===== config.mk =====
export PLATFORM = sky130hd
export DESIGN_NAME = fws_ctrl
export DESIGN_NICKNAME = d
export VERILOG_FILES = /design/src/fws_pkg.sv /design/src/fws_ctrl.sv /design/src/fws_sync.sv
export SDC_FILE = /design/constraint.sdc
export NUM_CORES = 1
export LEC_CHECK = 0
export ABC_AREA = 1
export CORE_MARGIN = 4
export CORE_UTILIZATION = 62
export DETAILED_ROUTE_END_ITERATION = 10
export DONT_BUFFER_PORTS = 1
export GPL_ROUTABILITY_DRIVEN = 0
export HOLD_SLACK_MARGIN = 0.03
export PLACE_DENSITY = 0.78
export SYNTH_ARGS = -nofsm -noshare
export SYNTH_HDL_FRONTEND = slang
export SYNTH_SLANG_ARGS = --single-unit
export TNS_END_PERCENT = 50

===== constraint.sdc =====
create_clock -name MCLK -period 2 [get_ports MCLK]
set_input_delay 0.3 -clock MCLK [delete_from_list [all_inputs] [get_ports MCLK]]
set_output_delay 0.3 -clock MCLK [all_outputs]
set_load 0.05 [all_outputs]

===== src/fws_pkg.sv =====
// Package for the flash write-status polling controller.
// Assumes a parallel NOR flash with status on its data bus during embedded algorithms.
package fws_pkg;
  // ==========================================================
  // Status bit positions on the data bus
  localparam int unsigned POS_POLARITY = 7;
  localparam int unsigned POS_GTOGGLE = 6;
  localparam int unsigned POS_TIMEOUT = 5;
  localparam int unsigned POS_EWINDOW = 3;
  localparam int unsigned POS_STOGGLE = 2;
  localparam int unsigned POS_BUFABORT = 1;
  // ==========================================================
  // Timing
  localparam int unsigned CLK_PERIOD_NS = 25;
  localparam int unsigned READ_ACCESS_NS = 90;
  localparam int unsigned READ_CYCLES = (READ_ACCESS_NS + CLK_PERIOD_NS - 1) / CLK_PERIOD_NS;
  localparam int unsigned WRITE_PULSE_NS = 50;
  localparam int unsigned WRITE_CYCLES = (WRITE_PULSE_NS + CLK_PERIOD_NS - 1) / CLK_PERIOD_NS;
  localparam int unsigned GAP_CYCLES = 2;
  // ==========================================================
  // Poll methods and outcome codes
  typedef enum logic [1:0] {FWS_M_TOGGLE = 2'h0, FWS_M_POLARITY = 2'h1,
    FWS_M_SECTOR = 2'h2} fws_method_e;
  typedef enum logic [1:0] {FWS_R_DONE = 2'h0, FWS_R_FAIL = 2'h1, FWS_R_ABORT = 2'h2,
    FWS_R_SUSPENDED = 2'h3} fws_result_e;
  // Reset command: one write of this value
  localparam logic [7:0] RESET_CMD = 8'hF0;
endpackage


===== src/fws_ctrl.sv =====
// Host-side polling controller for a parallel NOR flash write status.
// Assumes flash pins behind board logic; one command at a time from the user.
`timescale 1ns/1ps
module fws_ctrl
  import fws_pkg::*;
#(
  parameter int unsigned AW = 22
) (
  input wire logic MCLK,
  input wire logic RSTN,
  input wire logic START,
  input wire fws_pkg::fws_method_e METHOD,
  input wire logic [AW-1:0] POLL_ADDR,
  input wire logic [7:0] EXPECT_DATA,
  input wire logic ABANDON,
  output logic BUSY,
  output logic DONE,
  output fws_pkg::fws_result_e RESULT,
  output logic [7:0] LAST_STATUS,
  output logic [AW-1:0] FL_ADDR,
  output logic FL_CE_N,
  output logic FL_OE_N,
  output logic FL_WE_N,
  output logic [7:0] FL_DQ_OUT,
  output logic FL_DQ_OE,
  input wire logic [7:0] FL_DQ_IN,
  input wire logic FL_READY_IN
);
  import fws_pkg::*;
  // Address port must fit the 32-bit flash map
  if (AW < 1 || AW > 32)
  begin : g_bad_aw
    $error("Address width out of range");
  end
  typedef enum logic [6:0] {
    S_IDLE = 7'h01, S_READ = 7'h02, S_GAP = 7'h04, S_EVAL = 7'h08,
    S_RSTW = 7'h10, S_FIN = 7'h20, S_WAIT = 7'h40
  } fws_state_e;
  fws_state_e st_q, st_d;
  logic final_q;
  logic [7:0] dq_s;
  logic ready_s;
  logic [3:0] cnt_q;
  logic [7:0] prev_q;
  logic have_prev_q;
  logic recheck_q;
  fws_method_e meth_q;
  logic [7:0] exp_q;
  logic [8:0] sync_out;
  // ==========================================================
  // Pin inputs cross two flops before use
  fws_sync #(.W(9)) u_sync (
    .clk(MCLK),
    .rst_n(RSTN),
    .d({FL_READY_IN, FL_DQ_IN}),
    .q(sync_out)
  );
  assign dq_s = sync_out[7:0];
  assign ready_s = sync_out[8];
  // ==========================================================
  // Status decode of the sampled byte
  function automatic logic toggled(input logic [7:0] a, input logic [7:0] b,
                                   input int unsigned pos);
    toggled = a[pos] ^ b[pos];
  endfunction
  wire read_done = (st_q == S_READ) && (cnt_q == 4'(READ_CYCLES - 1));
  wire pol_true = dq_s[POS_POLARITY] == exp_q[POS_POLARITY];
  wire gtog = toggled(dq_s, prev_q, POS_GTOGGLE);
  wire stog = toggled(dq_s, prev_q, POS_STOGGLE);
  wire tmo = dq_s[POS_TIMEOUT];
  wire abrt = dq_s[POS_BUFABORT];
  wire suspended = (meth_q == FWS_M_SECTOR) && !gtog && stog;
  // Completion test per method
  wire op_done = (meth_q == FWS_M_POLARITY) ? pol_true :
                 (meth_q == FWS_M_TOGGLE) ? !gtog : (!gtog && !stog);
  wire busy_pin = !ready_s;
  // ==========================================================
  // Next-state logic
  always_comb
  begin
    st_d = st_q;
    unique case (st_q)
      S_IDLE: if (START) st_d = S_READ;
      S_READ: if (read_done) st_d = final_q ? S_FIN : S_EVAL;
      S_EVAL:
      begin
        // Polarity needs no prior sample; toggle needs two reads
        if (!have_prev_q && meth_q != FWS_M_POLARITY) st_d = S_GAP;
        else if (op_done && !busy_pin) st_d = S_WAIT;
        else if (meth_q == FWS_M_POLARITY && op_done) st_d = S_WAIT;
        else if (suspended) st_d = S_FIN;
        else if (abrt && meth_q == FWS_M_POLARITY) st_d = S_RSTW;
        else if (tmo && recheck_q) st_d = S_RSTW;
        else if (ABANDON) st_d = S_FIN;
        else st_d = S_GAP;
      end
      S_GAP: if (cnt_q == 4'(GAP_CYCLES - 1)) st_d = S_READ;
      S_WAIT: if (cnt_q == 4'(GAP_CYCLES - 1)) st_d = S_READ;
      S_RSTW: if (cnt_q == 4'(WRITE_CYCLES - 1)) st_d = S_FIN;
      S_FIN: st_d = S_IDLE;
      default: st_d = S_IDLE;
    endcase
  end
  // ==========================================================
  // Cycle counter restarts on each state change
  always_ff @(posedge MCLK or negedge RSTN)
  begin
    if (!RSTN)
      cnt_q <= 4'h0;
    else if (st_d != st_q)
      cnt_q <= 4'h0;
    else
      cnt_q <= cnt_q + 4'h1;
  end
  // ==========================================================
  // State, sample history and outcome
  always_ff @(posedge MCLK or negedge RSTN)
  begin
    if (!RSTN)
    begin
      st_q <= S_IDLE;
      prev_q <= 8'h00;
      have_prev_q <= 1'b0;
      recheck_q <= 1'b0;
      meth_q <= FWS_M_TOGGLE;
      exp_q <= 8'h00;
      final_q <= 1'b0;
      RESULT <= FWS_R_DONE;
      LAST_STATUS <= 8'h00;
      DONE <= 1'b0;
      BUSY <= 1'b0;
    end
    else
    begin
      st_q <= st_d;
      DONE <= (st_q == S_FIN);
      BUSY <= (st_d != S_IDLE);
      if (st_q == S_IDLE && START)
      begin
        // Fresh start always forgets old samples
        meth_q <= METHOD;
        exp_q <= EXPECT_DATA;
        have_prev_q <= 1'b0;
        recheck_q <= 1'b0;
        final_q <= 1'b0;
      end
      if (st_q == S_EVAL)
      begin
        prev_q <= dq_s;
        have_prev_q <= 1'b1;
        LAST_STATUS <= dq_s;
        // Arm the recheck only once a second or later read showed no completion with timeout set
        recheck_q <= have_prev_q && tmo && !op_done;
        if (st_d == S_WAIT) final_q <= 1'b1;
        if (st_d == S_FIN) RESULT <= suspended ? FWS_R_SUSPENDED : FWS_R_ABORT;
        if (st_d == S_RSTW) RESULT <= abrt ? FWS_R_ABORT : FWS_R_FAIL;
      end
      // Array data taken from the read after completion
      if (st_q == S_READ && read_done && final_q)
      begin
        LAST_STATUS <= dq_s;
        RESULT <= FWS_R_DONE;
      end
    end
  end
  // ==========================================================
  // Pin strobes follow the next state, so they line up with S_READ and S_RSTW
  wire rd_phase = (st_d == S_READ);
  wire wr_phase = (st_d == S_RSTW);
  always_ff @(posedge MCLK or negedge RSTN)
  begin
    if (!RSTN)
    begin
      FL_ADDR <= '0;
      FL_CE_N <= 1'b1;
      FL_OE_N <= 1'b1;
      FL_WE_N <= 1'b1;
      FL_DQ_OUT <= 8'h00;
      FL_DQ_OE <= 1'b0;
    end
    else
    begin
      FL_ADDR <= POLL_ADDR;
      FL_CE_N <= !(rd_phase || wr_phase);
      FL_OE_N <= !rd_phase;
      FL_WE_N <= !wr_phase;
      FL_DQ_OUT <= RESET_CMD;
      FL_DQ_OE <= wr_phase;
    end
  end
  // Completed poll ends after one confirming read
  wire fin_after_final = final_q && (st_q == S_EVAL);
  // ==========================================================
  // Assertions
  a_fail_sends_reset: assert property (@(posedge MCLK) disable iff (!RSTN)
    (st_q == S_EVAL && st_d == S_RSTW) |=> ##1 (!FL_WE_N && FL_DQ_OE))
    else $error("Reset write not issued after failure");
  a_read_strobes: assert property (@(posedge MCLK) disable iff (!RSTN)
    (st_q == S_READ) |-> (!FL_OE_N && !FL_CE_N && !FL_DQ_OE))
    else $error("Read strobes wrong during read");
  a_two_reads_first: assert property (@(posedge MCLK) disable iff (!RSTN)
    (st_q == S_EVAL && !have_prev_q && meth_q != FWS_M_POLARITY) |=> st_q == S_GAP)
    else $error("Toggle poll decided on one read");
  a_extra_read: assert property (@(posedge MCLK) disable iff (!RSTN)
    (st_q == S_EVAL && st_d == S_WAIT) |=> ##2 st_q == S_READ)
    else $error("No confirming read after completion");
  a_addr_follows: assert property (@(posedge MCLK) disable iff (!RSTN)
    (st_q != S_IDLE) |=> FL_ADDR == $past(POLL_ADDR))
    else $error("Poll address not presented");
  a_no_drive_read: assert property (@(posedge MCLK) disable iff (!RSTN)
    !(FL_DQ_OE && !FL_OE_N))
    else $error("Bus contention");
  a_restart_clean: assert property (@(posedge MCLK) disable iff (!RSTN)
    (st_q == S_IDLE && START) |=> !have_prev_q)
    else $error("Stale sample kept on restart");
  a_suspend_seen: assert property (@(posedge MCLK) disable iff (!RSTN)
    (st_q == S_EVAL && have_prev_q && suspended && !op_done && !fin_after_final)
    |=> st_q == S_FIN)
    else $error("Suspended sector not reported");
endmodule


===== src/fws_sync.sv =====
// Two-flop synchroniser for the flash data bus and busy pin.
// Assumes inputs arrive asynchronously to MCLK.
`timescale 1ns/1ps
module fws_sync #(
  parameter int unsigned W = 17
) (
  input wire logic clk,
  input wire logic rst_n,
  input wire logic [W-1:0] d,
  output logic [W-1:0] q
);
  logic [W-1:0] meta_q;
  // ==========================================================
  // First stage feeds only the second
  always_ff @(posedge clk or negedge rst_n)
  begin
    if (!rst_n)
    begin
      meta_q <= '0;
      q <= '0;
    end
    else
    begin
      meta_q <= d;
      q <= meta_q;
    end
  end
endmodule


==> qor_table.md <==
| Group | Parameter | Reported |
|---|---|---|
| critical path | Critical Path Fanout Max | 13 |
| cts | Later-pin clock latency in the skew report | 0.35 ns |
| critical path | Startpoint type of the worst setup path | register |
| floorplan | Rows | 24 |
| placement | Count of port buffers added during placement | 0 |
| layout | Share of final-layout standard cells stronger than drive strength 1 | 0.1735 |
| critical path | CP Data Required Time | 2.28 ns |
| timing | Highest achievable clock rate | 588.3 MHz |
| power | Sequential fraction of design power | 0.507 |
| timing | Number of max-slew violations in the final report | 0 |
| critical path | Worst path arrival time | 1.98 ns |
| cts | Clock transition at path regs | 0.09 ns |
| critical path | Endpoint class of the critical path | register |
| cts | Num Clock Sinks | 76 |
| logic synthesis | Predominant post-synthesis flop cell | sky130_fd_sc_hd__dfrtp_1 |
| global routing | Fraction of met3 tracks used by global routing | 0.1217 |
| hold path | Type of the worst min-delay path | in -> async |
| floorplan | Num ports | 91 |
| cts | Buffer depth of the longest clock path | 2 |
| critical path | Reg-to-Reg Start | st_q[3] |
| detailed routing | Post-detailed-route via-to-cell ratio | 5.133 |
| layout | Multi-input combinational cell area | 793.3 um^2 |
| layout | Area used by sequential logic in the layout | 1908 um^2 |
| timing | Period utilization | 0.8500 |
| job | Max_cap viols | 0 |
| layout | Final design instance area without fill | 3502 um^2 |
| timing | Transition at the pin with the smallest max-transition slack | 0.5500 ns |
| logic synthesis | Netlist area before placement | 2914 um^2 |
| timing | Worst-case clock skew | 0.01361 ns |
| timing | Final hold slack | -0.3633 ns |
| timing | Setup TNS after final layout | 0 ns |
| floorplan | Placeable core region | 4444 um^2 |
| layout | Fillers | 267 |
| critical path | Critical path origin | st_q[3] |
| power | Cell-internal power | 2.820 mW |
| timing | Total setup violations reported at the end of the flow | 0 |
| logic synthesis | Number of enable-type register cells in the synthesized netlist | 0 |
| critical path | FF-to-FF path depth | 9 |
| detailed routing | Routed Antenna Nets | 0 |
| placement | Post-detailed-placement half-perimeter wirelength | 3.541 mm |
| detailed routing | Vias | 1894 |
| floorplan | Die Width | 76.56 um |
| logic synthesis | Average cell area after synthesis | 10.67 um^2 |
| timing | Unrepaired setup endpoints after global routing | no |
| global routing | Aggregate global-route resource usage | 0.2150 |
| detailed routing | Number of remaining DRC errors | 0 |
| critical path | Crit path capture | RESULT[1] |
| cts | Hold_buf cts | 31 |
| critical path | Slack of the worst reg-to-reg path | 0.30 ns |
| timing | Count of final hold-check violations | 76 |
| global routing | Met1 capacity usage during global routing | 0.2382 |
| layout | Final antenna diode count | 0 |
| global routing | Global-route congestion overflow total | 0 |
| cts | CTS root buffer | sky130_fd_sc_hd__clkbuf_8 |
| power | Power density over the cells | 1196 nW/um^2 |
| power | Net load switching power | 1.370 mW |
| layout | Post-layout net count | 359 |
| outcome | Violated checks | hold timing |
| cts | Clock tree from TritonCTS | yes |
| timing | Min Clock Period, post-route | 1.700 ns |
| layout | Final core utilization | 0.7880 |
| power | Leakage dissipation | 1.774 nW |
| cts | Post-CTS setup repair buffer count | 0 |
| placement | Placement-stage cell area | 2943 um^2 |
| floorplan | Die height | 76.56 um |
| power | Switching part of the total | 0.3270 |
| layout | Post-synthesis to final-layout area growth | 20.18% |
| cts | Clock H-tree levels | 3 |
| logic synthesis | Sequential element share of the synthesized area | 0.6544 |
| detailed routing | WL per Instance | 15.33 um |
| global routing | Initial antenna violation count | 0 |
| critical path | Endpoint of the worst-slack reg-to-reg timing path | RESULT[1] |
| critical path | Crit Path Category | reg -> reg |
| global routing | GR met2 Demand/Resource | 0.3445 |
| floorplan | Starting utilization of the core area | 0.6557 |
| global routing | Vias in the first global route | 1912 |
| outcome | Status | finished, violations left |
| timing | Max-slew headroom at the worst pin | 0.6363 |
| power | Peak supply drop | 980.9 uV |
| power | PnR Total Power | 4.190 mW |
| global routing | Largest net degree at the start of global routing | 77 |
| global routing | Most used routing layer | met2 |
| cts | Clock buffer count from CTS | 9 |
| logic synthesis | Yosys warns | 0 |
| logic synthesis | Number of distinct standard cells referenced by the synthesized netlist | 32 |
| logic synthesis | Cell count after synthesis | 273 |
| cts | Cells resized by post-CTS repair | 0 |
| logic synthesis | Number of synthesized register bits | 76 |
| power | Part of the total power dissipated in the clock network | 0.341 |
| detailed routing | WL final | 5.658 mm |
| power | Logic gate share of total power | 0.152 |
| detailed routing | Drt first pass iters | 4 |
| detailed routing | 1st-iter DRT viols | 145 |
| floorplan | Die Footprint | 5861 um^2 |
| logic synthesis | Fraction of registers with async set or reset after synthesis | 1.000 |
| global routing | Wire length of the first global-routing pass | 9.439 mm |
-- layout make-up --
type                       count  share of cell area
clock buffer                  11             0.04037
clock inverter                 5             0.03073
inverter                      43             0.04609
sequential                    76              0.5448
tap                           52             0.01858
timing repair buffer          33             0.09289
multi-input combinational    149              0.2265
-- power by group through the flow --
| stage | sequential, mW | clock, mW | combinational [mW] |
|---|---|---|---|
| global route | 2.14 | 1.54 | 0.731 |
| finish | 2.12 | 1.43 | 0.638 |
| floorplan | 2.13 | 0 | 0.479 |
| CTS | 2.12 | 1.44 | 0.639 |
| global placement | 2.14 | 0 | 0.564 |
| detailed placement | 2.15 | 0 | 0.589 |
-- routing by layer --
layer	vias up	routed length (um)
met5	-	0
met4	0	107
met3	8	613
met2	82	2766
met1	889	2171
li1	915	-
-- Yosys cell counts, types with 2 or more instances --
cell type	instances	area (um^2)
sky130_fd_sc_hd__inv_1	36	135.1
sky130_fd_sc_hd__nor2_1	12	45.04
sky130_fd_sc_hd__nor3_4	2	32.53
sky130_fd_sc_hd__dfrtp_1	72	1802
sky130_fd_sc_hd__inv_2	7	26.28
sky130_fd_sc_hd__nand3_2	5	50.05
sky130_fd_sc_hd__conb_1	2	7.510
sky130_fd_sc_hd__ha_1	2	25.02
sky130_fd_sc_hd__nand2_2	4	25.02
sky130_fd_sc_hd__a21oi_1	6	30.03
sky130_fd_sc_hd__o21ai_0	8	40.04
sky130_fd_sc_hd__o21ai_2	4	35.03
sky130_fd_sc_hd__nand2_1	65	244.0
sky130_fd_sc_hd__nand4_1	4	25.02
sky130_fd_sc_hd__nand3_1	13	65.06
sky130_fd_sc_hd__dfstp_2	4	105.1
sky130_fd_sc_hd__buf_4	7	52.55
sky130_fd_sc_hd__nor2_2	5	31.28
sky130_fd_sc_hd__or2_2	2	12.51
-- per-stage QoR --
stage | instances | setup WS, ns
2_1_floorplan | 276 | 0.4952
3_3_place_gp | 322 | 0.3519
3_5_place_dp | 322 | 0.3340
4_1_cts | 369 | 0.3120
5_1_grt | 369 | 0.1367
6_report | 369 | 0.3000
-- worst min path at each step --
stage | from | to | slack (ns) | cells past startpoint
6_report | RSTN | FL_ADDR[16] | -0.36 | 0
5_1_grt | RSTN | u_sync.meta_q[2] | -0.39 | 0
4_1_cts | RSTN | FL_ADDR[13] | -0.38 | 0
3_5_place_dp | RSTN | LAST_STATUS[4] | 0.006 | 0
3_3_place_gp | RSTN | LAST_STATUS[4] | 0.006 | 0
2_1_floorplan | RSTN | BUSY | 0.004 | 0
-- registers in the layout, summed over array words and instances, names as in the netlist, 2 cells and up --
| register | flops |
|---|---|
| meth_q | 2 |
| LAST_STATUS | 8 |
| st_q | 7 |
| u_sync.meta_q | 9 |
| FL_ADDR | 22 |
| RESULT | 2 |
| u_sync.q | 9 |
| prev_q | 2 |
| cnt_q | 4 |
-- cells in the final DEF (no fill, tap or decap), drive strengths merged --
cell type and count:
nand3 18, clkbuf 11, ha 2, nor3 3, o21ai 13, nor2 17
o311ai 1, or2 2, inv 44, dfstp 4, buf 2, clkinv 1
nand4 5, dlygate4sd3 31, a211oi 1, o211ai 1, nand2 70, o31ai 1
xor2 1, a21oi 6, conb 5, a21o 1, dfrtp 72, nor4 2
bufinv 3
-- worst max-delay path, cell delays in order (launching register included) --
cell and delay, ns:
sky130_fd_sc_hd__dfrtp_1 0.42, sky130_fd_sc_hd__nor2_2 0.16, sky130_fd_sc_hd__inv_2 0.06, sky130_fd_sc_hd__nor4_4 0.33, sky130_fd_sc_hd__nand3_2 0.16, sky130_fd_sc_hd__nand2_4 0.13, sky130_fd_sc_hd__inv_2 0.12, sky130_fd_sc_hd__nor2_2 0.14
sky130_fd_sc_hd__nand2_1 0.06, sky130_fd_sc_hd__nand2_1 0.05
-- logic make-up after synthesis --
group           after synthesis  share of synthesized area
compound gates               24                    0.05281
xor+xnor                      1                   0.003006
fa+ha+maj                     2                   0.008586
buf+inv                      51                    0.07729
flops                        76                     0.6544
other cells                   2                   0.002577
simple gates                117                     0.2014
No activity file was read; power rests on OpenSTA's default activity.
